**src/hw/vdc_pkg.sv**
```systemverilog
// package of constants and types for the vehicle call timing block
package vdc_pkg;
    // ************************************************************
    // sizes
    // ************************************************************
    localparam int NUM_ZONES    = 8;
    localparam int NUM_CALLS    = 4;
    localparam int TIME_W       = 8;
    // ************************************************************
    // timing: one tick is 100 ms
    // ************************************************************
    localparam int CLK_MHZ      = 200;
    localparam int TICK_MS      = 100;
    localparam int TICK_CYCLES  = CLK_MHZ * 1000 * TICK_MS;
    localparam int PULSE_MS     = 100;
    localparam int PULSE_CYCLES = CLK_MHZ * 1000 * PULSE_MS;
    localparam int LATENCY_MS   = 150;
    localparam int LATENCY_CYCLES = CLK_MHZ * 1000 * LATENCY_MS;
    // ************************************************************
    // zone modes
    // ************************************************************
    localparam logic [1:0] ZM_PRESENCE  = 2'h0;
    localparam logic [1:0] ZM_DIR_PRES  = 2'h1;
    localparam logic [1:0] ZM_PULSE     = 2'h2;
    localparam logic [1:0] ZM_DIR_PULSE = 2'h3;
    // ************************************************************
    // call channel delay modes
    // ************************************************************
    localparam logic [1:0] CM_FULL_DELAY = 2'h0;
    localparam logic [1:0] CM_NORM_DELAY = 2'h1;
    localparam logic [1:0] CM_EXTEND     = 2'h2;
    localparam logic [1:0] CM_DELAY_EXT  = 2'h3;
    // channel state, one-hot
    typedef enum logic [2:0] {
        CH_IDLE  = 3'h1,
        CH_DELAY = 3'h2,
        CH_CALL  = 3'h4
    } vdc_ch_state_t;
endpackage

```
**src/hw/vdc_call_chan.sv**
```systemverilog
// one call channel: delay, extend and combined delay/extend timing
`timescale 1ns/1ps
module vdc_call_chan #(
    parameter int TICK_CYCLES = vdc_pkg::TICK_CYCLES
) (
    // clock and reset
    input  wire logic                     core_clk,
    input  wire logic                     sys_rst,
    // timing
    input  wire logic                     tick,
    // configuration
    input  wire logic [1:0]               mode,
    input  wire logic [vdc_pkg::TIME_W-1:0] delay_time,
    input  wire logic [vdc_pkg::TIME_W-1:0] extend_time,
    input  wire logic                     inhibit_exempt,
    // inputs
    input  wire logic                     presence,
    input  wire logic                     phase_green,
    input  wire logic                     force_call,
    // output
    output logic                          call_out
);
    vdc_pkg::vdc_ch_state_t state_r, state_nxt;
    logic [vdc_pkg::TIME_W-1:0] dly_r, dly_nxt;
    logic [vdc_pkg::TIME_W-1:0] ext_r, ext_nxt;
    logic                       call_r, call_nxt;
    logic                       use_dly, use_ext, hold_dly;

    assign use_dly  = (mode != vdc_pkg::CM_EXTEND);
    assign use_ext  = (mode == vdc_pkg::CM_EXTEND) || (mode == vdc_pkg::CM_DELAY_EXT);
    // normal delay pauses on green unless the controller type is exempt
    assign hold_dly = (mode == vdc_pkg::CM_NORM_DELAY) && phase_green && !inhibit_exempt;

    // next state of the channel
    always_comb begin
        state_nxt = state_r;
        dly_nxt   = dly_r;
        ext_nxt   = ext_r;
        call_nxt  = call_r;
        case (state_r)
            vdc_pkg::CH_IDLE: begin
                call_nxt = 1'b0;
                if (presence) begin
                    // zero delay bypasses the timer
                    if (!use_dly || delay_time == '0) begin
                        state_nxt = vdc_pkg::CH_CALL;
                        call_nxt  = 1'b1;
                        ext_nxt   = extend_time;
                    end else begin
                        state_nxt = vdc_pkg::CH_DELAY;
                        dly_nxt   = delay_time;
                    end
                end
            end
            vdc_pkg::CH_DELAY: begin
                if (!presence) begin
                    state_nxt = vdc_pkg::CH_IDLE;
                end else if (tick && !hold_dly) begin
                    if (dly_r <= 8'h01) begin
                        // call accepted only once delay has run out
                        state_nxt = vdc_pkg::CH_CALL;
                        call_nxt  = 1'b1;
                        ext_nxt   = extend_time;
                    end else begin
                        dly_nxt = dly_r - 8'h01;
                    end
                end
            end
            vdc_pkg::CH_CALL: begin
                call_nxt = 1'b1;
                if (presence) begin
                    ext_nxt = extend_time;
                end else if (!use_ext || ext_r == '0) begin
                    // back to idle: a new call must pass the delay again
                    state_nxt = vdc_pkg::CH_IDLE;
                    call_nxt  = 1'b0;
                end else if (tick) begin
                    // held through the extend time after the area empties
                    ext_nxt = ext_r - 8'h01;
                end
            end
            default: begin
                state_nxt = vdc_pkg::CH_IDLE;
                call_nxt  = 1'b0;
            end
        endcase
    end

    // registers of the channel
    always_ff @(posedge core_clk) begin
        if (sys_rst) begin
            state_r <= vdc_pkg::CH_IDLE;
            dly_r   <= '0;
            ext_r   <= '0;
            call_r  <= 1'b0;
        end else begin
            state_r <= state_nxt;
            dly_r   <= dly_nxt;
            ext_r   <= ext_nxt;
            call_r  <= call_nxt;
        end
    end

    // camera failure forces a constant call
    assign call_out = call_r || force_call;
endmodule

```
**src/hw/vdc_call_timing.sv**
```systemverilog
// top of the vehicle detection call conditioning block
// What this block does
// - a call reaches the controller output within 150 ms of a vehicle arriving.
// - full-time delay counts whenever a vehicle is present, whatever the phase.
// - normal delay is paused while the assigned phase is green unless exempt.
// - extend mode holds the call for the extend time after the vehicle leaves.
// - combined mode asserts a call only after the full-time delay has expired.
// - combined mode holds the call until the area is empty and extend has run out.
// - a vehicle entering during extend keeps the call and reloads the extend timer.
// - after extend expires a new call needs the delay to expire again.
// - each zone works as presence, directional presence, pulse or directional pulse.
// - eight independent zones are supported per camera.
// - four call outputs are driven toward the controller.
// - zones may overlap and each zone evaluates its own presence input.
// - zone and channel settings may be changed at any time and take effect one cycle later, all together.
// - a failed camera forces constant calls on every output that depends on it.

// ************************************************************
// limitations
// ************************************************************
// timers step on a 100 ms tick, so the first step of a delay or extend may be short.
// a pulse zone holds its call for a fixed 100 ms from each rising entry.
// settings pass one shadow flop so an edit lands on every zone and channel together.
`timescale 1ns/1ps
module vdc_call_timing (
    // clock and reset
    input  wire logic                         core_clk,
    input  wire logic                         sys_rst,
    // zone detection from the image processor
    input  wire logic [7:0]                   zone_presence,
    input  wire logic [7:0]                   zone_dir_ok,
    // zone configuration, two bits per zone
    input  wire logic [15:0]                  zone_mode,
    // zone to channel map, two bits per zone
    input  wire logic [15:0]                  zone_chan,
    // channel configuration
    input  wire logic [7:0]                   chan_mode,
    input  wire logic [31:0]                  chan_delay,
    input  wire logic [31:0]                  chan_extend,
    input  wire logic [3:0]                   chan_inhibit_exempt,
    // controller and camera status
    input  wire logic [3:0]                   phase_green,
    input  wire logic                         camera_fail,
    // call outputs to the controller
    output logic [3:0]                        det_call
);
    // ************************************************************
    // tick divider for timer steps
    // ************************************************************
    logic [24:0] div_r, div_nxt;
    logic        tick;

    // a tick every 100 ms; timing is coarse to keep counters narrow
    always_comb begin
        div_nxt = (div_r == 25'(vdc_pkg::TICK_CYCLES - 1)) ? '0 : div_r + 25'h0000001;
    end
    // divider register, cleared by reset
    always_ff @(posedge core_clk) begin
        if (sys_rst) div_r <= '0;
        else         div_r <= div_nxt;
    end
    // one-cycle enable when the divider wraps
    assign tick = (div_r == 25'(vdc_pkg::TICK_CYCLES - 1));

    // ************************************************************
    // input synchronisers
    // ************************************************************
    logic [7:0] pres_s1_r, pres_s2_r, dir_s1_r, dir_s2_r;
    logic [3:0] grn_s1_r, grn_s2_r;
    logic       fail_s1_r, fail_s2_r;

    // two flops for every asynchronous level
    always_ff @(posedge core_clk) begin
        if (sys_rst) begin
            pres_s1_r <= '0;
            pres_s2_r <= '0;
            dir_s1_r  <= '0;
            dir_s2_r  <= '0;
            grn_s1_r  <= '0;
            grn_s2_r  <= '0;
            fail_s1_r <= 1'b0;
            fail_s2_r <= 1'b0;
        end else begin
            pres_s1_r <= zone_presence;
            pres_s2_r <= pres_s1_r;
            dir_s1_r  <= zone_dir_ok;
            dir_s2_r  <= dir_s1_r;
            grn_s1_r  <= phase_green;
            grn_s2_r  <= grn_s1_r;
            fail_s1_r <= camera_fail;
            fail_s2_r <= fail_s1_r;
        end
    end

    // ************************************************************
    // configuration shadow
    // ************************************************************
    logic [15:0] zmode_r, zmode_nxt;
    logic [15:0] zchan_r, zchan_nxt;
    logic [7:0]  cmode_r, cmode_nxt;
    logic [31:0] cdly_r, cdly_nxt;
    logic [31:0] cext_r, cext_nxt;
    logic [3:0]  cexm_r, cexm_nxt;

    // settings are taken on one edge so an edit reaches every zone and channel together;
    // the cost is one cycle, hidden behind the two sync flops of the presence path
    always_comb begin
        zmode_nxt = zone_mode;
        zchan_nxt = zone_chan;
        cmode_nxt = chan_mode;
        cdly_nxt  = chan_delay;
        cext_nxt  = chan_extend;
        cexm_nxt  = chan_inhibit_exempt;
    end
    always_ff @(posedge core_clk) begin
        if (sys_rst) begin
            zmode_r <= '0;
            zchan_r <= '0;
            cmode_r <= '0;
            cdly_r  <= '0;
            cext_r  <= '0;
            cexm_r  <= '0;
        end else begin
            zmode_r <= zmode_nxt;
            zchan_r <= zchan_nxt;
            cmode_r <= cmode_nxt;
            cdly_r  <= cdly_nxt;
            cext_r  <= cext_nxt;
            cexm_r  <= cexm_nxt;
        end
    end

    // ************************************************************
    // zone evaluation
    // ************************************************************
    logic [7:0]  zone_act;
    logic [7:0]  prev_act_r, prev_act_nxt;
    logic [7:0]  zone_hit;
    logic [25:0] pcnt_r   [8];
    logic [25:0] pcnt_nxt [8];

    // directional modes need the motion direction to agree
    function automatic logic zone_active(input logic [1:0] m, input logic p, input logic d);
        zone_active = p && ((m == vdc_pkg::ZM_PRESENCE) || (m == vdc_pkg::ZM_PULSE) || d);
    endfunction

    // both pulse modes share the fixed-width stretcher
    function automatic logic is_pulse(input logic [1:0] m);
        is_pulse = (m == vdc_pkg::ZM_PULSE) || (m == vdc_pkg::ZM_DIR_PULSE);
    endfunction

    // each zone has its own input, so overlapping zones see a vehicle independently
    generate
        for (genvar z = 0; z < vdc_pkg::NUM_ZONES; z++) begin : g_zone
            // zone activity from synced presence and direction
            assign zone_act[z] = zone_active(zmode_r[2*z+:2], pres_s2_r[z],
                                             dir_s2_r[z]);
            // pulse width counter restarts on each rising entry
            always_comb begin
                pcnt_nxt[z] = pcnt_r[z];
                if (zone_act[z] && !prev_act_r[z]) begin
                    pcnt_nxt[z] = 26'(vdc_pkg::PULSE_CYCLES);
                end else if (pcnt_r[z] != '0) begin
                    pcnt_nxt[z] = pcnt_r[z] - 26'h0000001;
                end
            end
            // pulse counter register
            always_ff @(posedge core_clk) begin
                if (sys_rst) pcnt_r[z] <= '0;
                else         pcnt_r[z] <= pcnt_nxt[z];
            end
            // a pulse zone reports its counter, a presence zone its activity
            assign zone_hit[z] = is_pulse(zmode_r[2*z+:2]) ? (pcnt_r[z] != '0)
                                                              : zone_act[z];
        end
    endgenerate

    // last cycle's activity, for the entry edge of pulse zones
    always_comb begin
        prev_act_nxt = zone_act;
    end
    // cleared by reset so no false entry edge follows it
    always_ff @(posedge core_clk) begin
        if (sys_rst) prev_act_r <= '0;
        else         prev_act_r <= prev_act_nxt;
    end

    // ************************************************************
    // call channels
    // ************************************************************
    // presence seen by each channel after the zone map
    logic [3:0] chan_pres;

    // or together every zone mapped to a channel; the map is the shadow copy, so edits apply one cycle later
    always_comb begin
        chan_pres = '0;
        for (int z = 0; z < vdc_pkg::NUM_ZONES; z++) begin
            chan_pres[zchan_r[2*z+:2]] = chan_pres[zchan_r[2*z+:2]] | zone_hit[z];
        end
    end

    // input path is two sync flops plus one state flop, and the pulse counter flop too for pulse zones, far inside 150 ms
    generate
        for (genvar c = 0; c < vdc_pkg::NUM_CALLS; c++) begin : g_chan
            vdc_call_chan u_chan (
                .core_clk       (core_clk),
                .sys_rst        (sys_rst),
                .tick           (tick),
                .mode           (cmode_r[2*c+:2]),
                .delay_time     (cdly_r[8*c+:8]),
                .extend_time    (cext_r[8*c+:8]),
                .inhibit_exempt (cexm_r[c]),
                .presence       (chan_pres[c]),
                .phase_green    (grn_s2_r[c]),
                .force_call     (fail_s2_r),
                .call_out       (det_call[c])
            );
        end
    endgenerate
endmodule

```
**config.mk**
```make
export PLATFORM = sky130hd
export DESIGN_NAME = vdc_call_timing
export DESIGN_NICKNAME = d
export VERILOG_FILES = /design/src/hw/vdc_pkg.sv /design/src/hw/vdc_call_chan.sv /design/src/hw/vdc_call_timing.sv
export SDC_FILE = /design/constraint.sdc
export NUM_CORES = 1
export LEC_CHECK = 0
export BUFFER_PORTS_ARGS = -buffer_cell sky130_fd_sc_hd__buf_2
export CORE_AREA = 5 5 201 203
export DETAILED_ROUTE_END_ITERATION = 8
export DIE_AREA = 0 0 206 208
export GPL_TIMING_DRIVEN = 0
export PLACE_DENSITY = 0.75
export SYNTH_ARGS = -nofsm -noshare
export SYNTH_HDL_FRONTEND = slang
export SYNTH_SLANG_ARGS = --single-unit
```
**constraint.sdc**
```tcl
create_clock -name core_clk -period 3.35 [get_ports core_clk]
set_input_delay 0.1675 -clock core_clk [delete_from_list [all_inputs] [get_ports core_clk]]
set_output_delay 0.1675 -clock core_clk [all_outputs]
set_load 0.03 [all_outputs]
```
Yosys cells after proc, flatten, opt, wreduce, memory -nomap -nowiden
Memory sizes are Yosys's and may differ from the RTL's.
Cells that the tools add are included.
- register bits: 263
- RAM bits: 208
- input bits: 131
- output and inout bits: 4
- memories: 1
- memories (name ; depth ; width ; read ports ; clocked after memory_dff ; wr ports ; RTL line ; source):
    pcnt_r ; 8 ; 26 ; 8 ; 0 ; 8 ; vdc_call_timing.sv:139 ; logic [25:0] pcnt_r [8];
- add/sub/neg operators: 17
- order comparisons: 20
- eq/ne operators: 97
- muxes and demuxes: 198
- bitwise operators: 17
- reduce and logical (&&, ||, !) cells: 149
- operators by type and width (operator ; number):
    26-bit two-way mux ; 24
    8-bit two-way mux ; 52
    26-bit nonzero test ; 8
    26-bit by 1-bit subtractor with 26-bit output, second input constant ; 8
    8-bit one-hot mux with 3 select lines ; 4
    3-bit two-way mux ; 28
    8-bit zero test ; 8
    8-bit one-hot mux with 2 select lines ; 4
    8-bit by 1-bit subtractor with 8-bit output, second input constant ; 8
    1-bit two-way mux ; 55
    2-bit == test, second input constant ; 24
    2-bit inequality test, second input constant ; 24
    1-bit logical OR ; 40
    1-bit logical AND ; 36
    3-bit one-hot mux with 3 select lines ; 4
    8-bit by 1-bit <= comparator with 1-bit output, second input constant ; 4
    2-bit by 1-bit inequality test with 1-bit output, second input constant ; 16
    8-bit AND reduction ; 4
    4-bit bitwise mux ; 7
    3-bit by 2-bit inequality test with 1-bit output, second input constant ; 9
    25-bit by 1-bit adder with 25-bit output, second input constant ; 1
    25-bit == test, second input constant ; 1
    1-bit zero test ; 24
    2-bit by 3-bit < comparator with 1-bit output, second input constant ; 8
    other kinds (18) ; 97

Longest topological paths before layout
Gate-level depths: netlist of run 1.
- depth after elaboration: 37
- mapped depth: 12
- gate-level depth less buffers: 10

Hierarchy
Synthesis of run 1 repeated with hierarchy kept, for this count alone.
- cell total of the unflattened synthesis: 2435
- area total of the unflattened synthesis: 21531.9 um^2
- by module, submodules not included (module ; times used ; cells an instance ; area an instance (um^2) ; seq. area each (um^2)):
    vdc_call_timing ; 1 ; 1699 ; 15686.3 ; 7827.5
    vdc_call_chan ; 4 ; 184 ; 1461.4 ; 400.4

Worst setup path after synthesis of run 1
OpenSTA, ideal clock, no wires.
- kind: register to register
- start point: mem pcnt_r[4][0], in the netlist pcnt_r[1][0]
- end point: reg g_chan[2].u_chan.ext_r[5] in the netlist's numbering
- library setup time: 0.115 ns
- arrival time: 3.070 ns
- required time: 3.235 ns
- path slack: 0.166 ns
- cell stages (with the launch flop): 12
- buffers on the path: 1
- cell sequence: dfxtp_1 inv_1 ha_1 or4b_2 nor4_1 and2_4 a2111oi_2 or4_4 buf_6 nor3_4 mux2_2 o21a_1
- RTL lines (what ; RTL line ; source):
    start: declaration ; vdc_call_timing.sv:139 ;
    end signal: assignment ; vdc_call_chan.sv:99 ; ext_r <= ext_nxt;
    end: declaration ; vdc_call_chan.sv:25 ; logic [vdc_pkg::TIME_W-1:0] ext_r, ext_nxt;

==> results of run 1 <==
## cell type report
cell class | instances | area, um2 | share of cell area
clock inverter | 19 | 251.5 | 0.009791
tap | 518 | 648.1 | 0.02523
antenna | 1 | 2.502 | 0.00009742
buffer | 85 | 381.6 | 0.01486
multi-input combinational | 1720 | 10960 | 0.4269
sequential | 471 | 9434 | 0.3673
inverter | 82 | 307.8 | 0.01198
timing repair buffer | 296 | 2238 | 0.08715
clock buffer | 70 | 1458 | 0.05675
## power by group through the flow
stage / Clock (W) / Sequential (W) / Combinational, W
after floorplan: 0 / 0.00781 / 0.00616
after global placement: 0 / 0.00800 / 0.00725
after detailed placement: 0 / 0.00808 / 0.00747
after CTS: 0.00580 / 0.00801 / 0.00793
after global routing: 0.00605 / 0.00828 / 0.00931
final: 0.00575 / 0.00811 / 0.00837
## worst max-delay path by stage
stage / to / slack (ns) / cells after the start
2_1_floorplan: g_chan[2].u_chan.ext_r[5] / 0.17 / 11
3_3_place_gp: g_chan[1].u_chan.ext_r[3] / -0.38 / 10
3_5_place_dp: g_chan[1].u_chan.ext_r[3] / -0.41 / 10
4_1_cts: g_chan[3].u_chan.dly_r[7] / -0.03 / 11
5_1_grt: g_chan[2].u_chan.ext_r[6] / -0.09 / 11
6_report: g_chan[2].u_chan.ext_r[6] / 0.01 / 9
## timing repair
item                                    CTS  global route
pin swaps                                13            22
endpoints found under the setup margin   63            67
hold buffers                            129             0
gates resized for setup                  34            49
endpoints found under the hold margin   129             0
setup buffers                            17            15
cloned                                    1             0
## per-layer routing
layer / vias up / track usage / share of wire
met2: 686 / 0.4437 / 0.48
met1: 8895 / 0.3249 / 0.41
li1: 8918 / - / -
met4: 0 / 0.1129 / 0.046
met5: - / 0 / 0
met3: 169 / 0.04407 / 0.060
## logic make-up (layout without fill, tap and decap cells)
logic type                 Yosys count  count (layout)  share of synthesized area
AOI/OAI and AO/OA                  388             388                     0.1254
xor gates and xnor gates           177             177                    0.07482
adders and majority gates           27              27                    0.01630
buffers and inverters              167             552                    0.03291
DFF                                471             471                     0.4551
muxes                               33              33                    0.01673
other                                0               1                          0
and+or+nand+nor                   1095            1095                     0.2788
## worst reg2reg max path, stage by stage (launching register included)
cell,delay (ns)
dfxtp_1,0.36
or4_1,0.64
nor2_1,0.30
a41oi_2,0.26
or2_4,0.35
a311o_2,0.41
nor3_4,0.26
buf_6,0.16
mux2_2,0.33
o21a_1,0.17
## state kept, by name, summed over array words and instances (netlist names), 12 cells and up
name / flops
g_chan.u_chan.dly_r: 32
g_chan.u_chan.state_r: 12
pcnt_r: 208
g_chan.u_chan.ext_r: 32
zchan_r: 16
cdly_r: 32
zmode_r: 16
div_r: 25
cext_r: 32
## per-stage QoR
| step | instances | hold slack [ns] | instance area (um2) |
|---|---|---|---|
| 2_1_floorplan | 2358 | 0.2957 | 20720 |
| 3_3_place_gp | 3010 | 0.3752 | 22040 |
| 3_5_place_dp | 3010 | 0.3801 | 22040 |
| 4_1_cts | 3246 | 0.03692 | 25360 |
| 5_1_grt | 3262 | 0.1082 | 25690 |
| 6_report | 3262 | 0.08208 | 25690 |
## cell usage in the layout (no fill, tap or decap), types with 8 or more instances in the layout
cell / instances
buf_2: 137
o21a_1: 11
a31oi_1: 24
clkbuf_1: 77
a22oi_1: 8
xor2_1: 73
clkbuf_8: 11
nand3_1: 49
nor4_1: 59
nor2_1: 333
nor2b_1: 167
nor3_1: 84
buf_4: 33
or4_4: 12
nand2b_1: 23
mux2i_1: 19
nor3b_1: 12
nor4_4: 9
inv_1: 76
o211ai_1: 8
o31ai_1: 9
or4_1: 19
a32o_1: 15
xnor2_1: 104
clkinv_2: 11
or2_2: 27
a21oi_1: 139
and3_1: 16
clkbuf_16: 51
dlygate4sd3_1: 129
or3_1: 35
nand4_1: 24
mux2_2: 12
dfxtp_1: 467
a211oi_1: 23
nor4b_1: 11
nand2_1: 153
ha_1: 24
o21ai_0: 62
==> key figures, run 1 <==
Setup path
  – R2r setup slk: 0.01 ns
  – Worst Setup Path Type: flip-flop to flip-flop
  – Worst-path cell chain: or4_1 > nor2_1 > a41oi_2 > or2_4 > a311o_2 > nor3_4 > buf_6 > mux2_2 > o21a_1
  – Worst R2R End: g_chan[2].u_chan.ext_r[6]
  – Worst setup EP type: flip-flop
  – R2r startpoint: pcnt_r[1][30]
  – Max FO, Critical Path: 7
  – Launch point of the worst path: pcnt_r[1][30]
  – Critical path required time: approximately 3.8 ns
  – Type of origin of the critical path: flip-flop
  – CP delay by family, top: simple AND/OR/NAND/NOR gates
  – Crit-path slowest cell: or4_1
  – WP data arrival: about 3.8 ns
  – Worst stage delay on the critical path: 0.64 ns
  – Worst Path Buf+Inv: 1
  – R2R cell count: 9

Timing
  – Fin Setup TNS: 0 ns
  – Transition time of the tightest slew-check pin: roughly 1.2 ns
  – Worst slew margin: 0.2060
  – Fin crit period: ~3.3 ns
  – Max Clock Skew: 0.02855 ns
  – Fmax achieved: between 200 and 300 MHz
  – Final setup fails: 0
  – Fin crit share: 0.9964
  – Final worst slack: 0.01208 ns
  – Unrepaired setup endpoints after global routing: true
  – Fin. Hold Viols: 0
  – Max Slew Vio Count: 0

Synthesis
  – Top-count cell post-synth: dfxtp_1
  – Cell taking the most area after synthesis: dfxtp_1
  – Avg Inst Size Synth: a little under 9 um2
  – Register area share after synthesis: 0.4551
  – EDFF count, synth: 0
  – Area share of the largest cell type after synthesis: 0.4551
  – Mapped Nets: around 2500
  – Synth top area cells: dfxtp_1 (46%), nor2_1 (6.1%), nor2b_1 (5.0%)
  – #FFs+latches synth: approximately 470
  – Async S/R FF share, synth: 0
  – Area of the mapped netlist: 0.02072 mm2
  – Yosys warns: 0
  – Most frequent cells after synthesis: dfxtp_1 (471), nor2_1 (334), nor2b_1 (167)
  – Yosys cell types: 93
  – Top FF cell, synth: dfxtp_1
  – Synth Instances: 2358

Place
  – Dpl ws: -0.4057 ns
  – HPWL Detailed: 37510 um
  – GPL Wtd Cong: 0.9136
  – Input/output buffers: 134

Die
  – Die Y: between 200 and 250 um
  – Die ar.: between 0.04 and 0.05 mm2
  – Core area: between 0.03 and 0.04 mm2
  – Overall die width: 206 um
  – Starting Density: 0.5412
  – I/O pin count: 135
  – Row count: 72

Drt
  – DR vias: 18668
  – Initial detailed-routing violation count: ~1400
  – Drt drc: 0
  – Antenna Nets Post-Route: 0
  – Routed WL: between 50000 and 60000 um
  – WL/cell: 17.77 um
  – DRT Pass-1 Iters: 5
  – Vias per Instance: around 5.7

Clocking
  – H-tree depth reported by CTS: 2
  – Worst skew pair latency: 0.59 ns
  – Root Buffer: clkbuf_16
  – TritonCTS clock tree: yes
  – Num CTS Buffers: around 50
  – Max Buffers Root-to-Sink: 3
  – Clk slew on worst S/H paths: roughly 0.06 ns
  – CTS Sinks: about 470

Power
  – Reg power frac: 0.365
  – Clk pwr share: 0.259
  – Switching share of power: 0.3656
  – Internal: around 0.014 W
  – Pwr/cell area: between 800 and 900 mW/mm2
  – Peak supply drop: around 460 uV
  – P_sw: roughly 0.0081 W
  – Total Power: between 0.02 and 0.025 W
  – LEAKAGE: ~10 nW
  – Part of the power in combinational logic: 0.377

Run status
  – Status: finished clean

Final layout
  – Fillers: slightly below 3000
  – Area Overhead vs Synth: 23.97%
  – # nets final: roughly 2900
  – Share of cells above drive strength 1: 0.1462
  – Finished Core Util: 0.6709

Min path
  – Hold WC Path Type: primary input to flip-flop
  – Hold path cells: 4
  – Hold path endpoint: div_r[3]
  – Min-delay src: sys_rst

Global routing
  – Total GRT Usage: 0.2607
  – Vias in the first global route: approximately 18000
  – Global-route wire length before repair: between 90000 and 100000 um
  – Pin count of the biggest net entering global routing: 15
  – Initial antenna violation count: 1
  – GRT overflow: 0

Run
  – Maxcap violations: 0
Note: power is estimated with default switching activity, not from simulation.
==> inputs of run 2 (changes only) <==
- CELL_PAD_IN_SITES_DETAIL_PLACEMENT: unset -> 1
- CELL_PAD_IN_SITES_GLOBAL_PLACEMENT: unset -> 1
- CORE_AREA: 5 5 201 203 -> 5 5 229 231
- DIE_AREA: 0 0 206 208 -> 0 0 234 236
- PLACE_DENSITY: 0.75 -> unset
- PLACE_DENSITY_LB_ADDON: unset -> 0.1
==> key figures, run 2 (synthesis results as in run 1) <==
Setup path
  – Worst stage delay on the critical path: roughly 0.66 ns
  – Type of origin of the critical path: flip-flop
  – R2r setup slk: 0.04 ns
  – CP Depth: 11
  – Critical Path Sink: g_chan[2].u_chan.ext_r[7]
  – Max FO, Critical Path: 6
  – Worst setup EP type: flip-flop
  – Critical path required time: about 3.8 ns
  – Worst-path cell chain: or4_4 > nor4_4 > and2_4 > buf_6 > a2111oi_4 > or4_4 > nor3_4 > buf_6 > buf_8 > mux2i_2 > o32ai_2
  – WP data arrival: ~3.8 ns
  – R2r startpoint: pcnt_r[1][17]
  – Worst R2R End: g_chan[2].u_chan.ext_r[7]
  – CP delay by family, top: simple AND/OR/NAND/NOR gates
  – Launch point of the worst path: pcnt_r[1][17]
  – Worst Setup Path Type: flip-flop to flip-flop
  – Crit-path slowest cell: or4_4
  – R2R cell count: 11
  – Worst Path Buf+Inv: 3

Power
  – Pwr/cell area: ~900 mW/mm2
  – LEAKAGE: a little over 10 nW
  – Peak supply drop: 405.7 uV

Drt
  – Antenna Nets Post-Route: 0
  – Routed WL: 65350 um
  – Initial detailed-routing violation count: around 810
  – DR vias: 18338
  – DRT Pass-1 Iters: 4
  – Drt drc: 0
  – WL/cell: approximately 19 um
  – Vias per Instance: about 5.4

Clocking
  – Num CTS Buffers: 54
  – Max Buffers Root-to-Sink: 3
  – TritonCTS clock tree: yes
  – Worst skew pair latency: 0.61 ns
  – Clk slew on worst S/H paths: 0.06 ns
  – Root Buffer: clkbuf_16
  – CTS Sinks: 471
  – H-tree depth reported by CTS: 2

Global routing
  – Initial antenna violation count: 3
  – Vias in the first global route: slightly below 20000
  – Total GRT Usage: 0.2312
  – GRT overflow: 0
  – Global-route wire length before repair: a little over 100000 um
  – Pin count of the biggest net entering global routing: 14

Place
  – GPL Wtd Cong: 0.8563
  – Input/output buffers: around 130
  – HPWL Detailed: roughly 45000 um
  – DP Area: ~0.022 mm2

Final layout
  – Design area: roughly 0.026 mm2
  – # nets final: 2863
  – Area Overhead vs Synth: 25.54%
  – Max reg flops: 208
  – Fillers: a little under 6000
  – Top reg by flops: pcnt_r
  – Commonest non-fill, non-tap cell in the layout: dfxtp_1
  – Commonest cells after routing, fill and taps aside: dfxtp_1 (468), nor2_1 (332), nor2b_1 (167)
  – Share of cells above drive strength 1: 0.1421

Die
  – Overall die width: ~230 um
  – Core area: between 0.04 and 0.05 mm2
  – Starting Density: 0.4155
  – Die Y: between 200 and 250 um
  – I/O pin count: 135
  – Die ar.: between 0.05 and 0.06 mm2
  – Row count: a little over 80

Run status
  – Status: finished clean

Min path
  – Hold WC Path Type: primary input to flip-flop

Timing
  – Max Clock Skew: about 0.029 ns
  – Fin Setup TNS: 0 ns
  – Worst slew margin: 0.1964
  – Unrepaired setup endpoints after global routing: true
  – Max Slew Vio Count: 0
  – Fin crit share: 0.9882
  – Worst hold slack: between 0.3 and 0.4 ns
  – Fin crit period: between 3 and 4 ns
  – Fmax achieved: 302.1 MHz
  – Fin. Hold Viols: 0
  – Final setup fails: 0
  – Transition time of the tightest slew-check pin: 1.205 ns

Run
  – Maxcap violations: 0
run 2: cell type report:
type / count / area [um2] / share of cell area
Antenna cell: 1 / 2.502 / 0.00009620
Sequential cell: 471 / 9435 / 0.3627
Buffer: 83 / 365.4 / 0.01405
Tap cell: 672 / 840.8 / 0.03232
Multi-Input combinational cell: 1720 / 10950 / 0.4210
Clock inverter: 17 / 289.0 / 0.01111
Clock buffer: 79 / 1597 / 0.06138
Inverter: 82 / 307.8 / 0.01183
Timing Repair Buffer: 293 / 2222 / 0.08543
run 2: metrics by stage:
stage	util	total power, W	worst slack [ns]	std cells
5_1_grt	0.5217	0.02435	-0.07780	3418
3_3_place_gp	0.4459	0.01549	-0.8291	3164
4_1_cts	0.5172	0.02259	0.001888	3408
6_report	0.5217	0.02279	0.03963	3418
2_1_floorplan	-	0.01397	0.1655	2358
3_5_place_dp	0.4460	0.01584	-0.7673	3164
run 2: report_power, final:
group | switching [W] | leakage, nW | internal [W]
logic | 0.00473 | 5.26 | 0.00374
clock network | 0.00234 | 0.933 | 0.00389
registers | 0.00124 | 3.87 | 0.00684
total | 0.00832 | 10.1 | 0.0145
run 2: worst min-delay path by stage:
| stage | start | end | depth (start not counted) |
|---|---|---|---|
| finish | chan_extend[20] | cext_r[20] | 3 |
| global route | chan_delay[26] | cdly_r[26] | 3 |
| CTS | chan_extend[18] | cext_r[18] | 3 |
| detailed placement | chan_extend[18] | cext_r[18] | 2 |
| global placement | zone_dir_ok[0] | dir_s1_r[0] | 2 |
| floorplan | chan_delay[0] | cdly_r[0] | 1 |
run 2: layer usage:
layer,GRT usage,part of all wire,up-vias
li1,-,-,8949
met1,0.2963,0.45,8973
met2,0.3944,0.48,300
met3,0.03981,0.037,114
met4,0.07653,0.034,2
met5,0,0.00020,-
run 2: timing repair:
action                                 in CTS  in global routing
pin swaps                                  11                 16
setup endpoints to repair                  71                 52
buffers inserted                           19                  9
resized for setup                          41                 28
gates cloned                                1                  0
hold buffers                              130                  0
endpoints found under the hold margin     130                  0
run 2: worst reg2reg max path, cell delays in order, from the launching register on:
cell       delay, ns
dfxtp_4         0.35
or4_4           0.58
nor4_4          0.31
and2_4          0.24
buf_6           0.12
a2111oi_4       0.07
or4_4           0.66
nor3_4          0.22
buf_6           0.16
buf_8           0.14
mux2i_2         0.22
o32ai_2         0.10
==> inputs of run 3 (changes only) <==
- CORE_AREA: 5 5 229 231 -> 4 4 228 230
- DIE_AREA: 0 0 234 236 -> 0 0 232 234
==> key figures, run 3 (synthesis results as in run 1) <==
Run status
  – Status: finished clean

Final layout
  – Area Overhead vs Synth: 26.68%
  – Commonest cells after routing, fill and taps aside: dfxtp_1 (467), nor2_1 (331), nor2b_1 (167)
  – Max reg flops: 208
  – Design area: ~0.026 mm2
  – Post-route insts no fill: between 3000 and 4000
  – Fillers: between 5000 and 6000
  – Share of cells above drive strength 1: 0.1525
  – Top reg by flops: pcnt_r
  – Commonest non-fill, non-tap cell in the layout: dfxtp_1
  – # nets final: about 2900

Global routing
  – Global routing usage on met1: 0.3019
  – Busiest grt layer: met2
  – Met2 usage in global routing: 0.4152
  – Pin count of the biggest net entering global routing: 14
  – Total GRT Usage: 0.2380
  – GRT overflow: 0
  – GR Layer Usage met3: 0.03365
  – Vias in the first global route: between 15000 and 20000
  – Initial antenna violation count: 3
  – Global-route wire length before repair: ~100000 um

Timing
  – Worst slew margin: 0.2294
  – Fin. Hold Viols: 0
  – Transition time of the tightest slew-check pin: roughly 1.2 ns
  – Fin crit share: 0.9987
  – Final setup fails: 0
  – Fin Setup TNS: 0 ns
  – Max Slew Vio Count: 0
  – Fmax achieved: 298.9 MHz
  – Unrepaired setup endpoints after global routing: true
  – Fin crit period: roughly 3.3 ns
  – Max Clock Skew: between 0.02 and 0.025 ns
  – Final worst slack: ~0.0042 ns

Min path
  – Hold WC Path Type: primary input to flip-flop
  – Hold path cells: 4
  – Min-delay src: sys_rst
  – Hold path endpoint: div_r[2]

Die
  – Die ar.: about 0.054 mm2
  – Core area: approximately 0.05 mm2
  – Row count: 82
  – I/O pin count: about 140
  – Starting Density: 0.4155
  – Overall die width: roughly 230 um
  – Die Y: 234 um

Power
  – Clk pwr share: 0.272
  – Peak supply drop: between 400 and 500 uV
  – Part of the power in combinational logic: 0.380
  – Reg power frac: 0.348
  – LEAKAGE: slightly above 10 nW
  – Switching share of power: 0.3667
  – P_sw: approximately 0.0085 W
  – Internal: around 0.015 W
  – Pwr/cell area: 887.7 mW/mm2

Drt
  – WL/cell: 19.15 um
  – Routed WL: 65740 um
  – Drt drc: 0
  – DRT Pass-1 Iters: 7
  – Initial detailed-routing violation count: about 680
  – DR vias: about 18000
  – Vias per Instance: roughly 5.3
  – Antenna Nets Post-Route: 0

Clocking
  – Worst skew pair latency: 0.60 ns
  – TritonCTS clock tree: yes
  – Clk slew on worst S/H paths: ~0.06 ns
  – Root Buffer: clkbuf_16
  – H-tree depth reported by CTS: 2
  – CTS Sinks: approximately 470
  – Num CTS Buffers: 52
  – Max Buffers Root-to-Sink: 3

Setup path
  – Worst-path cell chain: inv_4 > ha_4 > or4b_4 > nor4_4 > a41oi_4 > or2_4 > a311o_2 > nor3_4 > buf_6 > mux2_2 > o21a_1
  – R2r startpoint: pcnt_r[1][27]
  – Worst R2R End: g_chan[2].u_chan.ext_r[5]
  – WP data arrival: ~3.8 ns
  – Max FO, Critical Path: 4
  – Worst Path Buf+Inv: 2
  – Worst Setup Path Type: flip-flop to flip-flop
  – R2R cell count: 11
  – Worst stage delay on the critical path: approximately 0.5 ns
  – Critical path required time: 3.83 ns
  – Crit-path slowest cell: a311o_2
  – Worst setup EP type: flip-flop
  – CP delay by family, top: simple AND/OR/NAND/NOR gates
  – Type of origin of the critical path: flip-flop
  – R2r setup slk: between 0.004 and 0.005 ns

Place
  – Dpl cells: 3164
  – Input/output buffers: ~130
  – HPWL Detailed: 44300 um
  – Dpl ws: -0.6279 ns
  – DP Area: 0.02224 mm2
  – GPL Wtd Cong: 0.8542

Run
  – Maxcap violations: 0
run 3: cell count changes in the layout (fill, tap and decap cells not counted), moves of 3 or more:
cell | previous run | this run
clkbuf_8 | 13 | 10
clkbuf_1 | 81 | 78
a2111oi_2 | 2 | 5
bufinv_16 | 8 | 11
nor4_1 | 62 | 59
buf_4 | 29 | 46
dfxtp_4 | 1 | 4
run 3: how the worst max path moves through the flow:
stage                           endpoint          start  cells past startpoint
4_1_cts                    pcnt_r[1][15]   pcnt_r[1][1]                     22
2_1_floorplan  g_chan[2].u_chan.ext_r[5]   pcnt_r[1][0]                     11
3_3_place_gp   g_chan[1].u_chan.ext_r[2]       div_r[0]                     10
3_5_place_dp   g_chan[1].u_chan.dly_r[4]       div_r[0]                      9
5_1_grt        g_chan[2].u_chan.ext_r[5]  pcnt_r[1][27]                     11
6_report       g_chan[2].u_chan.ext_r[5]  pcnt_r[1][27]                     11
run 3: tightest hold or removal path, delay by kind of cell:
kind                   cells  cell delay (ns)
AND/OR/NAND/NOR            2             0.24
buffers and inverters      2             0.19
run 3: layout make-up:
| type | instances | area, um2 | share of cell area |
|---|---|---|---|
| clock buffer | 72 | 1498 | 0.05706 |
| antenna | 1 | 2.502 | 0.00009533 |
| buffer | 84 | 372.9 | 0.01420 |
| sequential | 471 | 9444 | 0.3598 |
| clock inverter | 23 | 400.4 | 0.01525 |
| inverter | 82 | 312.8 | 0.01192 |
| timing repair buffer | 308 | 2341 | 0.08918 |
| multi-input combinational | 1720 | 11040 | 0.4205 |
| tap | 672 | 840.8 | 0.03203 |
run 3: power by group through the flow:
stage                     Combinational (W)  Sequential [W]  Clock [W]
final                               0.00884         0.00811    0.00634
after global routing                0.00986         0.00830    0.00671
after CTS                           0.00844         0.00806    0.00648
after detailed placement            0.00770         0.00812          0
after global placement              0.00746         0.00804          0
after floorplan                     0.00616         0.00781          0
run 3: through the flow:
step / util / total power (W) / hold slack (ns)
after floorplan: - / 0.01397 / 0.2957
after global placement: 0.4459 / 0.01549 / 0.3743
after detailed placement: 0.4460 / 0.01583 / 0.3839
after CTS: 0.5188 / 0.02297 / 0.04062
after global routing: 0.5264 / 0.02487 / 0.09662
final: 0.5264 / 0.02330 / 0.06064
run 3: what timing repair did:
action | CTS | global route
pin swaps | 14 | 18
hold endpoints to repair | 129 | 0
cloned | 0 | 0
gates resized for setup | 47 | 53
buffers inserted | 30 | 17
setup endpoints to repair | 74 | 70
hold buffers | 129 | 0
run 3: metal layers:
| metal | up-vias | wire, um |
|---|---|---|
| met4 | 2 | 2072 |
| met3 | 102 | 2427 |
| met1 | 8974 | 29290 |
| met2 | 304 | 31930 |
| met5 | - | 16 |
| li1 | 8977 | - |
